`src/cwf_regs.svh`:
```
/*
 * Register map, field positions, widths, mode codes and timing constants
 * of the complementary waveform generator.
 * Assumes a 32-bit APB slave with 8-bit byte addresses, one word per register.
 */
`ifndef CWF_REGS_SVH
`define CWF_REGS_SVH

// byte offsets
`define CWF_OFS_MAIN 8'h00
`define CWF_OFS_POL 8'h04
`define CWF_OFS_CLK 8'h08
`define CWF_OFS_INSEL 8'h0C
`define CWF_OFS_DBR 8'h10
`define CWF_OFS_DBF 8'h14
`define CWF_OFS_SD 8'h18
`define CWF_OFS_SDSRC 8'h1C
`define CWF_OFS_STEER 8'h20
`define CWF_OFS_STAT 8'h24

// main control fields
`define CWF_MAIN_EN 7
`define CWF_MAIN_LD 6
// dead-band register enable bit
`define CWF_DB_EN 7
// shutdown control fields
`define CWF_SD_SW 7
`define CWF_SD_AREN 6

// widths and counts
`define CWF_DB_W 6
`define CWF_NSRC 14
`define CWF_NSD 4
`define CWF_NSYNC 18
`define CWF_ACC_W 7

// timebase figures, MHz
`define CWF_SYS_CLK_MHZ 7'd100
`define CWF_OSC_MHZ 7'd16

// mode codes
`define CWF_MODE_ASTEER 3'h0
`define CWF_MODE_SSTEER 3'h1
`define CWF_MODE_FWD 3'h2
`define CWF_MODE_REV 3'h3
`define CWF_MODE_HALF 3'h4
`define CWF_MODE_PP 3'h5

`endif

```
`src/cwf_pkg.sv`:
```
/*
 * Types of the complementary waveform generator: mode and
 * push-pull sequencer enumerations and the packed state record.
 * Assumes cwf_regs.svh is on the include path.
 */
`include "cwf_regs.svh"

package cwf_pkg;

    typedef enum logic [2:0] {
        CWF_ASTEER = `CWF_MODE_ASTEER,
        CWF_SSTEER = `CWF_MODE_SSTEER,
        CWF_FWD = `CWF_MODE_FWD,
        CWF_REV = `CWF_MODE_REV,
        CWF_HALF = `CWF_MODE_HALF,
        CWF_PP = `CWF_MODE_PP,
        CWF_RSV6 = 3'h6,
        CWF_RSV7 = 3'h7
    } cwf_mode_t;

    // gray coded along the A, gap, B, gap cycle
    typedef enum logic [1:0] {
        CWF_PP_WAIT_A = 2'h0,
        CWF_PP_ON_A = 2'h1,
        CWF_PP_WAIT_B = 2'h3,
        CWF_PP_ON_B = 2'h2
    } cwf_pp_t;

    typedef struct packed {
        logic en;
        logic ld;
        cwf_mode_t mode;
        logic [3:0] pol;
        logic clk_sel;
        logic [3:0] isel;
        logic [`CWF_DB_W:0] dbr_buf;
        logic [`CWF_DB_W:0] dbf_buf;
        logic [`CWF_DB_W-1:0] dbr;
        logic [`CWF_DB_W-1:0] dbf;
        logic sd_sw;
        logic auto_rst;
        logic [3:0] ovr;
        logic [`CWF_NSD-1:0] sd_src_en;
        logic [3:0] str;
        logic [3:0] str_lvl;
        logic [3:0] str_eff;
        logic [`CWF_NSYNC-1:0] sync1;
        logic [`CWF_NSYNC-1:0] sync2;
        logic [`CWF_NSYNC-1:0] sync3;
        logic [`CWF_NSYNC-1:0] filt;
        logic d_prev;
        logic [`CWF_DB_W-1:0] rcnt;
        logic [`CWF_DB_W-1:0] fcnt;
        logic [`CWF_DB_W-1:0] fbcnt;
        logic fb_hold;
        logic dir;
        cwf_pp_t pp;
        logic [`CWF_ACC_W-1:0] acc;
        logic [3:0] out;
        logic [31:0] prdata;
        logic pready;
        logic pslverr;
    } cwf_state_t;

endpackage

```
`src/cwf_core.sv`:
```
/*
 * Complementary waveform generator with APB register access.
 * Holds input selection, half-bridge, push-pull, full-bridge and
 * steering output logic, dead-band timers and auto-shutdown.
 * Assumes src_i and sd_n_i are asynchronous pins; APB on clk_sys_i.
 */
// The register offsets and the APB slave port were decided locally.
`timescale 1ns/1ns
`include "cwf_regs.svh"

module cwf_core #(
    parameter int DB_W = `CWF_DB_W,
    parameter int NSRC = `CWF_NSRC
) (
    // clock and reset
    input wire logic clk_sys_i,
    input wire logic arst_n_i,
    // apb slave
    input wire logic psel_i,
    input wire logic penable_i,
    input wire logic pwrite_i,
    input wire logic [7:0] paddr_i,
    input wire logic [31:0] pwdata_i,
    output logic [31:0] prdata_o,
    output logic pready_o,
    output logic pslverr_o,
    // modulating sources and shutdown inputs
    input wire logic [NSRC-1:0] src_i,
    input wire logic [`CWF_NSD-1:0] sd_n_i,
    // waveform outputs
    output logic drive_out_a_o,
    output logic drive_out_b_o,
    output logic drive_out_c_o,
    output logic drive_out_d_o
);

    generate
        if (DB_W != `CWF_DB_W || NSRC != `CWF_NSRC) begin : g_bad_param
            $error("cwf_core: DB_W and NSRC must keep their documented values");
        end
    endgenerate

    cwf_pkg::cwf_state_t s_reg;
    cwf_pkg::cwf_state_t s_next;

    // sources idle low, shutdown inputs idle high: no false edge out of reset
    localparam logic [`CWF_NSYNC-1:0] SYNC_IDLE = {{`CWF_NSD{1'b1}}, {`CWF_NSRC{1'b0}}};

    // picks one of the synchronised sources; codes past the list read low
    function automatic logic sel_src(input logic [`CWF_NSRC-1:0] v, input logic [3:0] sel);
        logic r;
        r = 1'b0;
        if (sel < 4'(`CWF_NSRC)) begin
            r = v[sel];
        end
        return r;
    endfunction

    // active level to pin level: polarity set means active-high
    function automatic logic [3:0] apply_pol(input logic [3:0] act, input logic [3:0] pol);
        return act ^ ~pol;
    endfunction

    // dead-band counter step, saturating at the target
    function automatic logic [`CWF_DB_W-1:0] db_step(input logic [`CWF_DB_W-1:0] c,
                                                     input logic [`CWF_DB_W-1:0] tgt,
                                                     input logic tk);
        logic [`CWF_DB_W-1:0] r;
        r = c;
        if (tk && c < tgt) begin
            r = c + `CWF_DB_W'(1);
        end
        return r;
    endfunction

    logic d;
    logic rise;
    logic fall;
    logic tick;
    logic ext_sd;
    logic sd_act;
    logic wr;
    logic rd_setup;
    logic [3:0] act;
    logic [3:0] pin;
    logic [`CWF_DB_W-1:0] hold_tgt;
    logic hold_en;
    logic [`CWF_ACC_W-1:0] acc_sum;
    logic hit;
    logic [31:0] rdata;

    always_comb begin
        s_next = s_reg;
        act = 4'h0;
        pin = 4'h0;
        rdata = 32'h0;
        hit = 1'b1;

        // three-stage sync, value taken once stages two and three agree
        s_next.sync1 = {sd_n_i, src_i};
        s_next.sync2 = s_reg.sync1;
        s_next.sync3 = s_reg.sync2;
        s_next.filt = (s_reg.filt & (s_reg.sync2 ^ s_reg.sync3))
                    | (s_reg.sync3 & ~(s_reg.sync2 ^ s_reg.sync3));

        d = sel_src(s_reg.filt[`CWF_NSRC-1:0], s_reg.isel);
        rise = d & ~s_reg.d_prev;
        fall = ~d & s_reg.d_prev;
        s_next.d_prev = d;

        // clock select timebase
        // oscillator rate is modelled as a fractional tick from the system clock
        acc_sum = s_reg.acc + `CWF_OSC_MHZ;
        if (acc_sum >= `CWF_SYS_CLK_MHZ) begin
            s_next.acc = acc_sum - `CWF_SYS_CLK_MHZ;
        end else begin
            s_next.acc = acc_sum;
        end
        tick = s_reg.clk_sel ? (acc_sum >= `CWF_SYS_CLK_MHZ) : 1'b1;

        ext_sd = |(s_reg.sd_src_en & ~s_reg.filt[`CWF_NSYNC-1:`CWF_NSRC]);
        sd_act = s_reg.sd_sw | ext_sd;

        // apb: one wait-free access phase after each setup
        rd_setup = psel_i & ~penable_i;
        wr = psel_i & penable_i & pwrite_i & s_reg.pready;
        s_next.pready = rd_setup;
        case (paddr_i)
            `CWF_OFS_MAIN: begin
                rdata = {24'h0, s_reg.en, s_reg.ld, 3'h0, s_reg.mode};
            end
            `CWF_OFS_POL: begin
                rdata = {28'h0, s_reg.pol};
            end
            `CWF_OFS_CLK: begin
                rdata = {31'h0, s_reg.clk_sel};
            end
            `CWF_OFS_INSEL: begin
                rdata = {28'h0, s_reg.isel};
            end
            `CWF_OFS_DBR: begin
                rdata = {24'h0, s_reg.dbr_buf[DB_W], 1'b0, s_reg.dbr_buf[DB_W-1:0]};
            end
            `CWF_OFS_DBF: begin
                rdata = {24'h0, s_reg.dbf_buf[DB_W], 1'b0, s_reg.dbf_buf[DB_W-1:0]};
            end
            `CWF_OFS_SD: begin
                rdata = {24'h0, s_reg.sd_sw, s_reg.auto_rst, 2'h0, s_reg.ovr};
            end
            `CWF_OFS_SDSRC: begin
                rdata = {28'h0, s_reg.sd_src_en};
            end
            `CWF_OFS_STEER: begin
                rdata = {24'h0, s_reg.str_lvl, s_reg.str};
            end
            `CWF_OFS_STAT: begin
                rdata = {24'h0, s_reg.dir, ext_sd, sd_act, d, s_reg.out};
            end
            default: begin
                hit = 1'b0;
            end
        endcase
        if (rd_setup) begin
            s_next.prdata = pwrite_i ? 32'h0 : rdata;
            s_next.pslverr = ~hit;
        end

        if (wr && hit) begin
            case (paddr_i)
                `CWF_OFS_MAIN: begin
                    s_next.en = pwdata_i[`CWF_MAIN_EN];
                    s_next.ld = pwdata_i[`CWF_MAIN_LD];
                    s_next.mode = cwf_pkg::cwf_mode_t'(pwdata_i[2:0]);
                end
                `CWF_OFS_POL: begin
                    s_next.pol = pwdata_i[3:0];
                end
                `CWF_OFS_CLK: begin
                    s_next.clk_sel = pwdata_i[0];
                end
                `CWF_OFS_INSEL: begin
                    s_next.isel = pwdata_i[3:0];
                end
                `CWF_OFS_DBR: begin
                    s_next.dbr_buf = {pwdata_i[`CWF_DB_EN], pwdata_i[DB_W-1:0]};
                    if (!s_reg.en) begin
                        s_next.dbr = pwdata_i[DB_W-1:0];
                    end
                end
                `CWF_OFS_DBF: begin
                    s_next.dbf_buf = {pwdata_i[`CWF_DB_EN], pwdata_i[DB_W-1:0]};
                    if (!s_reg.en) begin
                        s_next.dbf = pwdata_i[DB_W-1:0];
                    end
                end
                `CWF_OFS_SD: begin
                    s_next.sd_sw = pwdata_i[`CWF_SD_SW];
                    s_next.auto_rst = pwdata_i[`CWF_SD_AREN];
                    s_next.ovr = pwdata_i[3:0];
                end
                `CWF_OFS_SDSRC: begin
                    s_next.sd_src_en = pwdata_i[`CWF_NSD-1:0];
                end
                `CWF_OFS_STEER: begin
                    s_next.str = pwdata_i[3:0];
                    s_next.str_lvl = pwdata_i[7:4];
                end
                default: begin
                end
            endcase
        end

        if (s_reg.auto_rst && rise && !ext_sd) begin
            s_next.sd_sw = 1'b0;
        end
        // external fault sets the bit and wins over any clear
        if (ext_sd) begin
            s_next.sd_sw = 1'b1;
        end

        // buffered dead-band values load at falling input edge
        if (s_reg.en && s_reg.ld && fall) begin
            s_next.dbr = s_reg.dbr_buf[DB_W-1:0];
            s_next.dbf = s_reg.dbf_buf[DB_W-1:0];
            s_next.ld = 1'b0;
        end

        // count zero up to register value
        s_next.rcnt = d ? db_step(s_reg.rcnt, s_reg.dbr, tick) : '0;
        s_next.fcnt = d ? '0 : db_step(s_reg.fcnt, s_reg.dbf, tick);

        // full-bridge dead band on direction change
        hold_tgt = s_reg.dir ? s_reg.dbr : s_reg.dbf;
        hold_en = s_reg.dir ? s_reg.dbr_buf[DB_W] : s_reg.dbf_buf[DB_W];
        if (s_reg.fb_hold) begin
            s_next.fbcnt = db_step(s_reg.fbcnt, hold_tgt, tick);
            if (!hold_en || s_reg.fbcnt == hold_tgt) begin
                s_next.fb_hold = 1'b0;
            end
        end
        if ((s_reg.mode == cwf_pkg::CWF_FWD || s_reg.mode == cwf_pkg::CWF_REV)
            && rise && s_reg.mode[0] != s_reg.dir) begin
            s_next.dir = s_reg.mode[0];
            s_next.fb_hold = 1'b1;
            s_next.fbcnt = '0;
        end

        case (s_reg.pp)
            cwf_pkg::CWF_PP_WAIT_A: begin
                if (rise) begin
                    s_next.pp = cwf_pkg::CWF_PP_ON_A;
                end
            end
            cwf_pkg::CWF_PP_ON_A: begin
                if (fall) begin
                    s_next.pp = cwf_pkg::CWF_PP_WAIT_B;
                end
            end
            cwf_pkg::CWF_PP_WAIT_B: begin
                if (rise) begin
                    s_next.pp = cwf_pkg::CWF_PP_ON_B;
                end
            end
            cwf_pkg::CWF_PP_ON_B: begin
                if (fall) begin
                    s_next.pp = cwf_pkg::CWF_PP_WAIT_A;
                end
            end
            default: begin
                s_next.pp = cwf_pkg::CWF_PP_WAIT_A;
            end
        endcase
        if (!s_reg.en || sd_act) begin
            s_next.pp = cwf_pkg::CWF_PP_WAIT_A;
        end

        if (s_reg.mode == cwf_pkg::CWF_ASTEER || rise) begin
            s_next.str_eff = s_reg.str;
        end

        case (s_reg.mode)
            cwf_pkg::CWF_HALF: begin
                // true and inverted with dead band
                act[0] = d & (~s_reg.dbr_buf[DB_W] | s_reg.rcnt == s_reg.dbr);
                act[1] = ~d & (~s_reg.dbf_buf[DB_W] | s_reg.fcnt == s_reg.dbf);
                // C and D follow A and B
                act[2] = act[0];
                act[3] = act[1];
            end
            cwf_pkg::CWF_PP: begin
                act[0] = s_next.pp == cwf_pkg::CWF_PP_ON_A;
                act[1] = s_next.pp == cwf_pkg::CWF_PP_ON_B;
                // C copies A, D copies B
                act[2] = act[0];
                act[3] = act[1];
            end
            cwf_pkg::CWF_FWD, cwf_pkg::CWF_REV: begin
                if (s_next.dir) begin
                    act = {1'b0, 1'b1, d & ~s_next.fb_hold, 1'b0};
                end else begin
                    act = {d & ~s_next.fb_hold, 1'b0, 1'b0, 1'b1};
                end
            end
            default: begin
                act = {4{d}};
            end
        endcase

        pin = apply_pol(act, s_reg.pol);
        if (sd_act) begin
            pin = s_reg.ovr;
        end
        if (s_reg.mode == cwf_pkg::CWF_ASTEER || s_reg.mode == cwf_pkg::CWF_SSTEER) begin
            // shutdown touches only steered pins
            for (int i = 0; i < 4; i++) begin
                pin[i] = s_next.str_eff[i] ? pin[i] : s_reg.str_lvl[i];
            end
        end
        s_next.out = pin;

        if (!s_reg.en) begin
            s_next.out = apply_pol(4'h0, s_reg.pol);
            s_next.rcnt = '0;
            s_next.fcnt = '0;
            s_next.fbcnt = '0;
            s_next.fb_hold = 1'b0;
            s_next.dir = s_reg.mode[0];
            s_next.str_eff = s_reg.str;
        end
    end

    always_ff @(posedge clk_sys_i or negedge arst_n_i) begin
        if (!arst_n_i) begin
            s_reg <= '0;
            // reset polarity clear: outputs rest high (inactive, active-low)
            s_reg.out <= 4'hF;
            s_reg.filt <= SYNC_IDLE;
            s_reg.sync1 <= SYNC_IDLE;
            s_reg.sync2 <= SYNC_IDLE;
            s_reg.sync3 <= SYNC_IDLE;
        end else begin
            s_reg <= s_next;
        end
    end

    assign prdata_o = s_reg.prdata;
    assign pready_o = s_reg.pready;
    assign pslverr_o = s_reg.pslverr;
    assign drive_out_a_o = s_reg.out[0];
    assign drive_out_b_o = s_reg.out[1];
    assign drive_out_c_o = s_reg.out[2];
    assign drive_out_d_o = s_reg.out[3];

endmodule

```
`config.mk`:
```
export PLATFORM = sky130hd
export DESIGN_NAME = cwf_core
export DESIGN_NICKNAME = d
export VERILOG_FILES = /design/src/cwf_pkg.sv /design/src/cwf_core.sv
export VERILOG_INCLUDE_DIRS = /design/src
export SDC_FILE = /design/constraint.sdc
export NUM_CORES = 1
export LEC_CHECK = 0
export BUFFER_PORTS_ARGS = -buffer_cell sky130_fd_sc_hd__buf_2
export CAP_MARGIN = 20
export CORE_MARGIN = 2
export CORE_UTILIZATION = 35
export CTS_CLUSTER_SIZE = 25
export DETAILED_ROUTE_END_ITERATION = 16
export GPL_TIMING_DRIVEN = 0
export MAX_ROUTING_LAYER = met4
export SYNTH_ARGS = -nofsm -noshare
export SYNTH_HDL_FRONTEND = slang
export SYNTH_SLANG_ARGS = --single-unit
export TNS_END_PERCENT = 30
```
`constraint.sdc`:
```
create_clock -name clk_sys_i -period 4.95 [get_ports clk_sys_i]
set_input_delay 0.2475 -clock clk_sys_i [delete_from_list [all_inputs] [get_ports clk_sys_i]]
set_output_delay 0.2475 -clock clk_sys_i [all_outputs]
set_load 0.005 [all_outputs]
```
### Word level (Yosys, flattened, before mapping)

Cells that the tools add are included.

| cells by class | value |
|---|---|
| add/subtract/negate cells | 5 |
| $lt $le $gt $ge | 6 |
| equal/unequal tests | 28 |
| mux-type cells | 53 |
| bitwise logic cells | 28 |
| reductions and logical operators | 44 |

Operators by type and width:

| operator | number |
|---|---|
| case mux 8 bit (10 select lines) | 1 |
| 2-to-1 mux 6 bit | 10 |
| 2-to-1 mux 57 bit | 1 |
| 2-to-1 mux 4 bit | 10 |
| AND 18 bit | 2 |
| equality test 8 x 5 -> 1 bit, second input constant | 4 |
| 2-to-1 mux 32 bit | 1 |
| 2-to-1 mux 7 bit | 4 |
| AND reduction 2 bit | 12 |
| 2-to-1 mux 20 bit | 1 |
| adder 6 x 1 -> 6 bit, second input constant | 3 |
| equality test 6 bit | 3 |
| less-than comparator 6 bit | 3 |
| NOT 18 bit | 1 |
| OR 18 bit | 1 |
| XOR 18 bit | 1 |
| equality test 8 x 4 -> 1 bit, second input constant | 2 |
| equality test 8 x 6 -> 1 bit, second input constant | 2 |
| 2-to-1 mux 8 bit | 2 |
| 2-to-1 mux 1 bit | 14 |
| 2-to-1 mux 12 bit | 1 |
| case mux 4 bit (3 select lines) | 1 |
| logical AND 1 bit | 10 |
| 2-to-1 mux 2 bit | 5 |
| other kinds (34) | 69 |

| storage, ports and cells | value |
|---|---|
| register bits after elaboration | 202 |
| bits of input ports | 63 |

### Logic depth before layout (Yosys ltp)

Gate-level depths: netlist (run 1).

| logic depth | value |
|---|---|
| depth in word-level cells | 16 |
| mapped depth | 11 |

### Least setup slack after synthesis (run 1)

No wires, ideal clock.

| path | value |
|---|---|
| kind | reg-to-reg |
| from | register s_reg[47] (netlist bit) |
| to | register s_reg[54] (netlist bit) |
| setup time | 0.123 ns |
| arrival | 2.474 ns |
| data required time | 4.827 ns |
| setup slack | 2.354 ns |
| cell stages (with the launch flop) | 11 |
| period minus slack after synthesis | 2.596 ns |
| cell sequence | dfrtp_1 -> buf_1 -> mux2i_1 -> ha_1 -> nor2b_1 -> o21ai_0 -> a21oi_1 -> a2111oi_2 -> nand4_1 -> xor2_1 -> nor2_1 |

| on the way | value |
|---|---|
| cells in the longest elaborated chain, start to end | 5 |
| elaborated cells on any way between the ends | 10 |

Ends and longest elaborated chain:

| what | line | RTL |
|---|---|---|
| start: declaration | cwf_core.sv:43 | `cwf_pkg::cwf_state_t s_reg;` |
| start signal: assignment | cwf_core.sv:342 | `s_reg <= s_next;` |
| 2-to-1 mux 6 bit | cwf_core.sv:233 | `hold_tgt = s_reg.dir ? s_reg.dbr : s_reg.dbf;` |
| less-than comparator 6 bit | cwf_core.sv:70 | `if (tk && c < tgt) begin` |
| logical AND 1 bit | cwf_core.sv:70 |  |
| != test 3 x 1 -> 1 bit (no line) | n/a |  |
| AND reduction 2 bit (no line) | n/a |  |

Parallel ways exist; a longest one is shown, timed or not.
A chain may end at the register's enable or synchronous reset.

==> flow_summary.toml, run 1 <==
[synthesis]
synth.avg_cell_area_um2 = 11.6
synth_top_area_cell = "dfrtp_1"
yosysSeqAreaShare = 0.542
ys_seq_elements = 176
ys.flop_type = "dfrtp_1"
syn_area_mm2 = 0.00818
yosys_warnings = 0
synth_cell_types = 58
synth-async-reset-ratio = 1.00
synth_edf_count = 0
synth_top_area_share = 0.477
synthCells = 706
netlist_top_cells_area = "dfrtp_1 48%, mux2_2 7.0%, dfstp_2 6.4%, ha_1 4.0%, buf_4 2.9%"

[clocking]
cts_root_buf = "clkbuf_16"
clk_pin_slew_ns = 0.08
clk_latency_ns = 0.44
cts_max_level = 4
cts.sinks = 176
cts.path.max_buffers = 2
cts_tree = "done"
numCtsBuffers = 17

[worst_setup_path]
worstSetupPathType = "register to register"
reg2reg_slack_ns = 1.52
cp-start-kind = "register"
cp.arrival_ns = 3.78
crit_end = "drive_out_c_o"
reg2reg_to = "drive_out_c_o"
crit_fanout = 7
ff2ff_path_depth = 8
cp-end-kind = "register"
required_ns = 5.30

[sta]
rsz0062_at_grt = "no"
period_share = 0.693
post-route-min-period_ns = 3.43
hold_slack_ns = 0.0876
tns_ns = 0
worst_pin_slew_ns = 1.10
hold_viol = 0
maxSlewViolCount = 0
skew_ns = 0.0162
finalSetupViolCount = 0
slew_headroom = 0.246
fmax_ghz = 0.292

[global_routing]
grt_max_degree = 108
use_met2 = 0.245
met1_usage = 0.231
grt_pass1_wl_mm = 30.2
overflow = 0
gr-usage-met3 = 0.0338
grt_pass1_vias = 5476
grt_antenna_before_repair = 0
grt.busiest_layer = "met2"
grt_usage = 0.167

[route]
final_antenna_net_count = 0
drtPass1Iterations = 5
wl_per_cell_um = 16.4
vias = 5647
vias_per_cell = 4.92
drt_iter0_markers = 366
routed_wl_mm = 18.8
drc = 0

[min_path]
hold_path_depth = 2
hp-class = "primary input to register"

[power]
power_density_mw_per_mm2 = 317
total_power_w = 0.00311
vdd_drop_max_uv = 231
p_leak_nw = 4.63

[die]
num_rows = 55
die_x_um = 157
start_util = 0.359
die-area_mm2 = 0.0246
die_h_um = 157
core_area_mm2 = 0.0228
io_pins = 101

[placement]
placed_cells = 1095
numPortBuffers = 50
placedInstanceArea_mm2 = 0.00895
gp_congestion = 0.922
dp_hpwl_mm = 13.3

[final_layout]
drive_gt1_frac = 0.245
syn2layout_area_growth_pct = 19.6
layoutNonFillerInstCount = 1147
diodes = 0
nets = 910
fill_cells = 2162
final_cell_area_mm2 = 0.00979

[flow_run]
maxCapViolCount = 0

[run_status]
status = "complete, no violations"
[Yosys cell counts (8+ instances only)]
master / n
ha_1: 26
a31oi_1: 15
buf_4: 32
nand2_1: 53
dfstp_2: 20
a21oi_1: 8
nor2_1: 56
maj3_1: 18
mux2i_1: 21
dfrtp_1: 156
clkbuf_1: 16
nor2b_1: 14
nand4_1: 15
a22oi_1: 15
nand3_1: 28
xor2_1: 13
o21ai_0: 20
mux2_2: 51
inv_1: 28
[layer usage]
metal  up-vias  share of wire
li1       2703              -
met1      2774           0.48
met2       141           0.46
met3        29          0.042
met4         0          0.019
met5         -              0
[area by class of cell]
type	count	area, um2	share of cell area
multi-input combinational	471	3390	0.346
timing repair buffer	73	495	0.0506
clock buffer	17	425	0.0435
clock inverter	15	208	0.0212
buffer	53	342	0.0349
tap	313	392	0.0400
sequential	176	4430	0.453
inverter	29	109	0.0111
[worst max-delay path: stages (launching register included)]
cell	delay (ns)
dfstp_2	0.54
inv_1	0.03
a2111oi_0	0.96
nor2b_1	0.65
nand4_1	0.26
o31ai_4	0.33
o2111ai_1	0.13
a311o_1	0.31
o211ai_1	0.11
[metrics by stage]
| stage | worst slack, ns | utilization |
|---|---|---|
| after floorplan | 2.35 | - |
| after global placement | 0.779 | 0.391 |
| after detailed placement | 1.60 | 0.393 |
| after CTS | 1.59 | 0.429 |
| after global routing | 1.36 | 0.430 |
| final | 1.52 | 0.430 |
[layout by cell type (no fill, tap or decap), drive strengths merged, types with 3 or more instances in the layout]
cell type,n
dlygate4sd3,19
nand2,53
o211ai,3
nand4,15
mux2,51
nand3,28
clkbuf,33
ha,26
buf,91
clkinv,7
a2111oi,5
a221oi,8
a22o,5
a21oi,8
nor2b,14
o21a,5
and3,5
nand2b,5
o21ai,21
nand3b,3
xnor2,6
nor3,6
a22oi,15
mux2i,21
inv,36
xor2,13
nor4,9
a21o,3
nor2,56
conb,24
dfrtp,156
and2,8
a31oi,15
o311a,4
maj3,19
dfstp,20
[kinds of logic after synthesis]
| logic type | after synthesis | synth area share |
|---|---|---|
| flip-flops | 176 | 0.542 |
| XOR/XNOR | 19 | 0.0203 |
| buffers and inverters | 82 | 0.0551 |
| other | 1 | 0.000458 |
| multiplexers | 74 | 0.101 |
| AND/OR/NAND/NOR | 205 | 0.121 |
| adder cells (fa/ha/maj) | 45 | 0.0632 |
| AO/OA/AOI/OAI | 104 | 0.0967 |
[report_power, final]
part	switching (W)	leakage [nW]	total [W]	internal, W
Combinational	0.0000981	2.17	0.000173	0.0000750
Sequential	0.0000265	2.15	0.00152	0.00149
Clock	0.000679	0.307	0.00142	0.000738
Total	0.000803	4.63	0.00311	0.00230
[worst min-delay path by stage]
| stage | end | start | slack (ns) |
|---|---|---|---|
| floorplan | async pin | arst_n_i | -0.05 |
| global route | s_reg[174] | pwdata_i[0] | 0.08 |
| finish | s_reg[174] | pwdata_i[0] | 0.09 |
| detailed placement | s_reg[44] | arst_n_i | 0.23 |
| global placement | s_next[91] | s_next[109] | 0.33 |
| CTS | s_reg[174] | pwdata_i[0] | 0.07 |
[repair_timing]
action | in CTS | in global routing
endpoints found under the hold margin | 87 | 0
gates resized for setup | 0 | 0
hold buffers | 19 | 0
setup buffers | 0 | 0
Power figures use the tool's default switching activity.
==> inputs of run 2 (changes only) <==
clock period = 2.8 ns   (was 4.95 ns; I/O delays follow)
==> flow_summary.toml, run 2 (synthesis gave the netlist of run 1 again) <==
[worst_setup_path]
reg2reg_to = "drive_out_c_o"
path_common_cell = "buf_6"
required_ns = 3.15
cp_cell_sequence = "buf_6, mux2i_1, mux4_2, a22o_1, buf_6, maj3_2, o31ai_4, o2111ai_1, a311o_1, o211ai_1"
cp-end-kind = "register"
reg2reg_slack_ns = 0.05
reg2reg_from = "s_reg[188]"
cp.arrival_ns = 3.10
slowest_stage = "mux4_2"
cp-start-kind = "register"
worstSetupPathType = "register to register"
crit_fanout = 9
cp_slowest_stage_delay_ns = 0.54
ff2ff_path_depth = 10

[route]
drtPass1Iterations = 5
drt_iter0_markers = 357
vias = 5682
routed_wl_mm = 19.0
vias_per_cell = 4.92
final_antenna_net_count = 0
wl_per_cell_um = 16.5
drc = 0

[clocking]
clk_latency_ns = 0.44
cts.sinks = 176
numCtsBuffers = 17
cts_root_buf = "clkbuf_16"
cts.path.max_buffers = 2
cts_max_level = 4
cts_tree = "done"
clk_pin_slew_ns = 0.08

[global_routing]
grt_antenna_before_repair = 0
grt_pass1_vias = 5495
overflow = 0
grt_usage = 0.167
grt_pass1_wl_mm = 30.3
grt_max_degree = 108

[placement]
gp_congestion = 0.922
placed_cells = 1095
numPortBuffers = 50
dp_hpwl_mm = 13.3

[final_layout]
nets = 917
final_common_cell = "dfrtp_1"
drive_gt1_frac = 0.256
diodes = 0
most-common-layout-cells = "156 x dfrtp_1, 56 x nor2_1, 53 x nand2_1"
fill_cells = 2157
layoutNonFillerInstCount = 1154
syn2layout_area_growth_pct = 21.0

[sta]
post-route-min-period_ns = 2.75
worst_pin_slew_ns = 1.12
finalSetupViolCount = 0
skew_ns = 0.0182
slew_headroom = 0.248
hold_viol = 0
rsz0062_at_grt = "yes"
maxSlewViolCount = 0
fmax_ghz = 0.364
period_share = 0.981
tns_ns = 0
hold_slack_ns = 0.0296

[die]
die-area_mm2 = 0.0246
num_rows = 55
core_area_mm2 = 0.0228
io_pins = 101
start_util = 0.359
die_x_um = 157
die_h_um = 157

[min_path]
hp-class = "primary input to register"
hold_path_depth = 3
hold_start = "pwdata_i[7]"
whs_endpoint = "s_reg[201]"

[power]
power_density_mw_per_mm2 = 556
p_leak_nw = 4.69
vdd_drop_max_uv = 407

[run_status]
status = "complete, no violations"

[flow_run]
maxCapViolCount = 0
-- run 2: worst max-delay path by stage --
stage,from,to,slack (ns),cells after the start
after floorplan,s_reg[47],s_reg[54],0.20,10
after CTS,s_reg[47],s_reg[53],0.01,10
after global placement,arst_n_i,s_reg[155],-1.26,1
final,s_reg[188],drive_out_c_o,0.05,10
after detailed placement,register,drive_out_c_o,-0.55,8
after global routing,s_reg[188],drive_out_c_o,-0.05,10
-- run 2: final cells by class --
type | instances | area (um2) | area share
sequential | 176 | 4430 | 0.447
timing repair buffer | 80 | 553 | 0.0559
clock inverter | 15 | 208 | 0.0210
multi-input combinational | 471 | 3440 | 0.347
clock buffer | 17 | 425 | 0.0430
inverter | 29 | 109 | 0.0110
buffer | 53 | 345 | 0.0349
tap | 313 | 392 | 0.0396
-- run 2: critical path, delay by kind of cell, from the launching register on --
kind | cells | cell delay, ns
muxes | 2 | 0.68
adders and majority gates | 1 | 0.32
AOI/OAI and AO/OA | 5 | 1.00
buffers and inverters | 2 | 0.29
DFF | 1 | 0.37
-- run 2: what timing repair did --
action | CTS | global route
pin swaps | 0 | 2
setup buffers | 0 | 5
setup endpoints to repair | 11 | 14
resized for setup | 4 | 8
hold buffers | 21 | 0
endpoints found under the hold margin | 90 | 0
-- run 2: through the flow --
stage / utilization / instance area (um2) / worst slack (ns) / total power [W]
after floorplan: - / 8270 / 0.204 / 0.00288
after global placement: 0.391 / 8910 / -1.26 / 0.00301
after detailed placement: 0.393 / 8950 / -0.545 / 0.00302
after CTS: 0.431 / 9810 / 0.0135 / 0.00557
after global routing: 0.435 / 9900 / -0.0459 / 0.00574
final: 0.435 / 9900 / 0.0540 / 0.00550
-- run 2: per-layer routing --
layer,wire length [um],share of wire,track usage
met4,345,0.018,0.0546
met1,8990,0.47,0.231
met3,881,0.046,0.0349
met5,0,0,-
met2,8810,0.46,0.246
-- run 2: power breakdown --
part	switching, W	internal [W]
Sequential	0.0000470	0.00263
Combinational	0.000177	0.000138
Clock	0.00120	0.00131
Total	0.00142	0.00408
==> inputs of run 3 (changes only) <==
BUFFER_PORTS_ARGS = -buffer_cell sky130_fd_sc_hd__buf_4   (was -buffer_cell sky130_fd_sc_hd__buf_2)
CTS_BUF_LIST = sky130_fd_sc_hd__clkbuf_16   (was unset)
==> flow_summary.toml, run 3 (synthesis gave the netlist of run 1 again) <==
[clocking]
cts.path.max_buffers = 2
cts_root_buf = "clkbuf_16"
clk_pin_slew_ns = 0.08
clk_latency_ns = 0.44
numCtsBuffers = 17
cts.sinks = 176
cts_max_level = 4
cts_tree = "done"

[worst_setup_path]
cp.arrival_ns = 3.10
reg2reg_from = "s_reg[47]"
worstSetupPathType = "register to register"
cp-start-kind = "register"
crit_fanout = 10
required_ns = 3.16
cp-end-kind = "register"
crit_start = "s_reg[47]"

[final_layout]
most-common-layout-cells = "156 x dfrtp_1, 86 x buf_4, 56 x nor2_1"
drive_gt1_frac = 0.253
diodes = 0
final_core_util = 0.441
syn2layout_area_growth_pct = 22.7
nets = 919
final_common_cell = "dfrtp_1"

[sta]
finalSetupViolCount = 0
skew_ns = 0.0174
hold_slack_ns = 0.0484
worst_pin_slew_ns = 1.00
maxSlewViolCount = 0
hold_viol = 0
post-route-min-period_ns = 2.75
rsz0062_at_grt = "yes"
period_share = 0.981
fmax_ghz = 0.364
slew_headroom = 0.328

[die]
core_area_mm2 = 0.0228
die-area_mm2 = 0.0246
num_rows = 55
io_pins = 101
die_h_um = 157
start_util = 0.359
die_x_um = 157

[route]
drtPass1Iterations = 4
vias_per_cell = 4.92
drt_iter0_markers = 242
drc = 0
vias = 5686
wl_per_cell_um = 16.2
final_antenna_net_count = 0
routed_wl_mm = 18.8

[power]
p_leak_nw = 4.72
vdd_drop_max_uv = 361
power_density_mw_per_mm2 = 549

[global_routing]
grt_usage = 0.162
overflow = 0
grt_pass1_wl_mm = 29.7
grt_antenna_before_repair = 0
grt_max_degree = 110
grt_pass1_vias = 5498

[flow_run]
maxCapViolCount = 0

[placement]
gp_congestion = 0.916
dp_hpwl_mm = 13.4
numPortBuffers = 50

[min_path]
hold_start = "pwdata_i[3]"
hp-class = "primary input to register"

[run_status]
status = "complete, no violations"
[run 3: report_power, final]
group	internal (W)	switching (W)	total, W
clock network	0.00130	0.00119	0.00249
logic	0.000155	0.000176	0.000332
registers	0.00263	0.0000469	0.00268
[run 3: worst max-delay path, cell delays in order, from the launching register on]
cell      delay (ns)
dfrtp_1         0.41
clkbuf_4        0.27
mux2_2          0.36
ha_1            0.27
nand3_1         0.10
o211a_1         0.24
o41ai_1         0.39
a211oi_1        0.17
mux2i_1         0.21
nand3_1         0.10
o311a_1         0.15
[run 3: per-stage QoR]
stage | total power, W | area (um2) | setup slack (ns) | instances | setup TNS (ns)
final | 0.00551 | 10000 | 0.0541 | 1156 | 0
after global routing | 0.00573 | 10000 | -0.0524 | 1156 | -0.0940
after CTS | 0.00558 | 9970 | 0.0219 | 1152 | 0
after detailed placement | 0.00304 | 9080 | -0.520 | 1096 | -2.16
after global placement | 0.00302 | 9030 | -0.509 | 1092 | -2.02
after floorplan | 0.00288 | 8270 | 0.204 | 729 | 0
[run 3: area by class of cell]
| type | count | area (um2) |
|---|---|---|
| fillers | 2120 | 12700 |
| flip-flops and latches | 176 | 4430 |
| multi-input cells | 471 | 3430 |
| repair buffers | 82 | 698 |
| clock buffers | 17 | 425 |
| well taps | 313 | 392 |
| plain buffers | 53 | 345 |
| clock inverters | 15 | 208 |
| inverters | 29 | 109 |
[run 3: final timing paths]
path / depth (start not counted) / slack [ns] / endpoint
min reg2reg: 0 / 0.35 / s_next[93]
min in group asynchronous: 2 / 0.26 / async pin
max reg2reg: 10 / 0.05 / drive_out_d_o
max: 10 / 0.05 / drive_out_d_o
min: 3 / 0.05 / s_reg[191]
max in group asynchronous: 3 / 1.64 / s_next[121]
[run 3: timing repair]
item / 4_1_cts / 5_1_grt
pin swaps: 0 / 2
gates cloned: 0 / 0
setup endpoints to repair: 11 / 13
hold endpoints to repair: 100 / 0
setup buffers: 0 / 3
hold buffers: 24 / 0
resized for setup: 5 / 6
[run 3: per-layer routing]
metal / vias to the layer above / wire length, um / track usage / part of all wire
met5: - / 0 / - / 0
met4: 0 / 325 / 0.0511 / 0.017
met3: 28 / 783 / 0.0382 / 0.042
met2: 131 / 8760 / 0.248 / 0.47
met1: 2815 / 8910 / 0.215 / 0.47
li1: 2712 / - / - / -
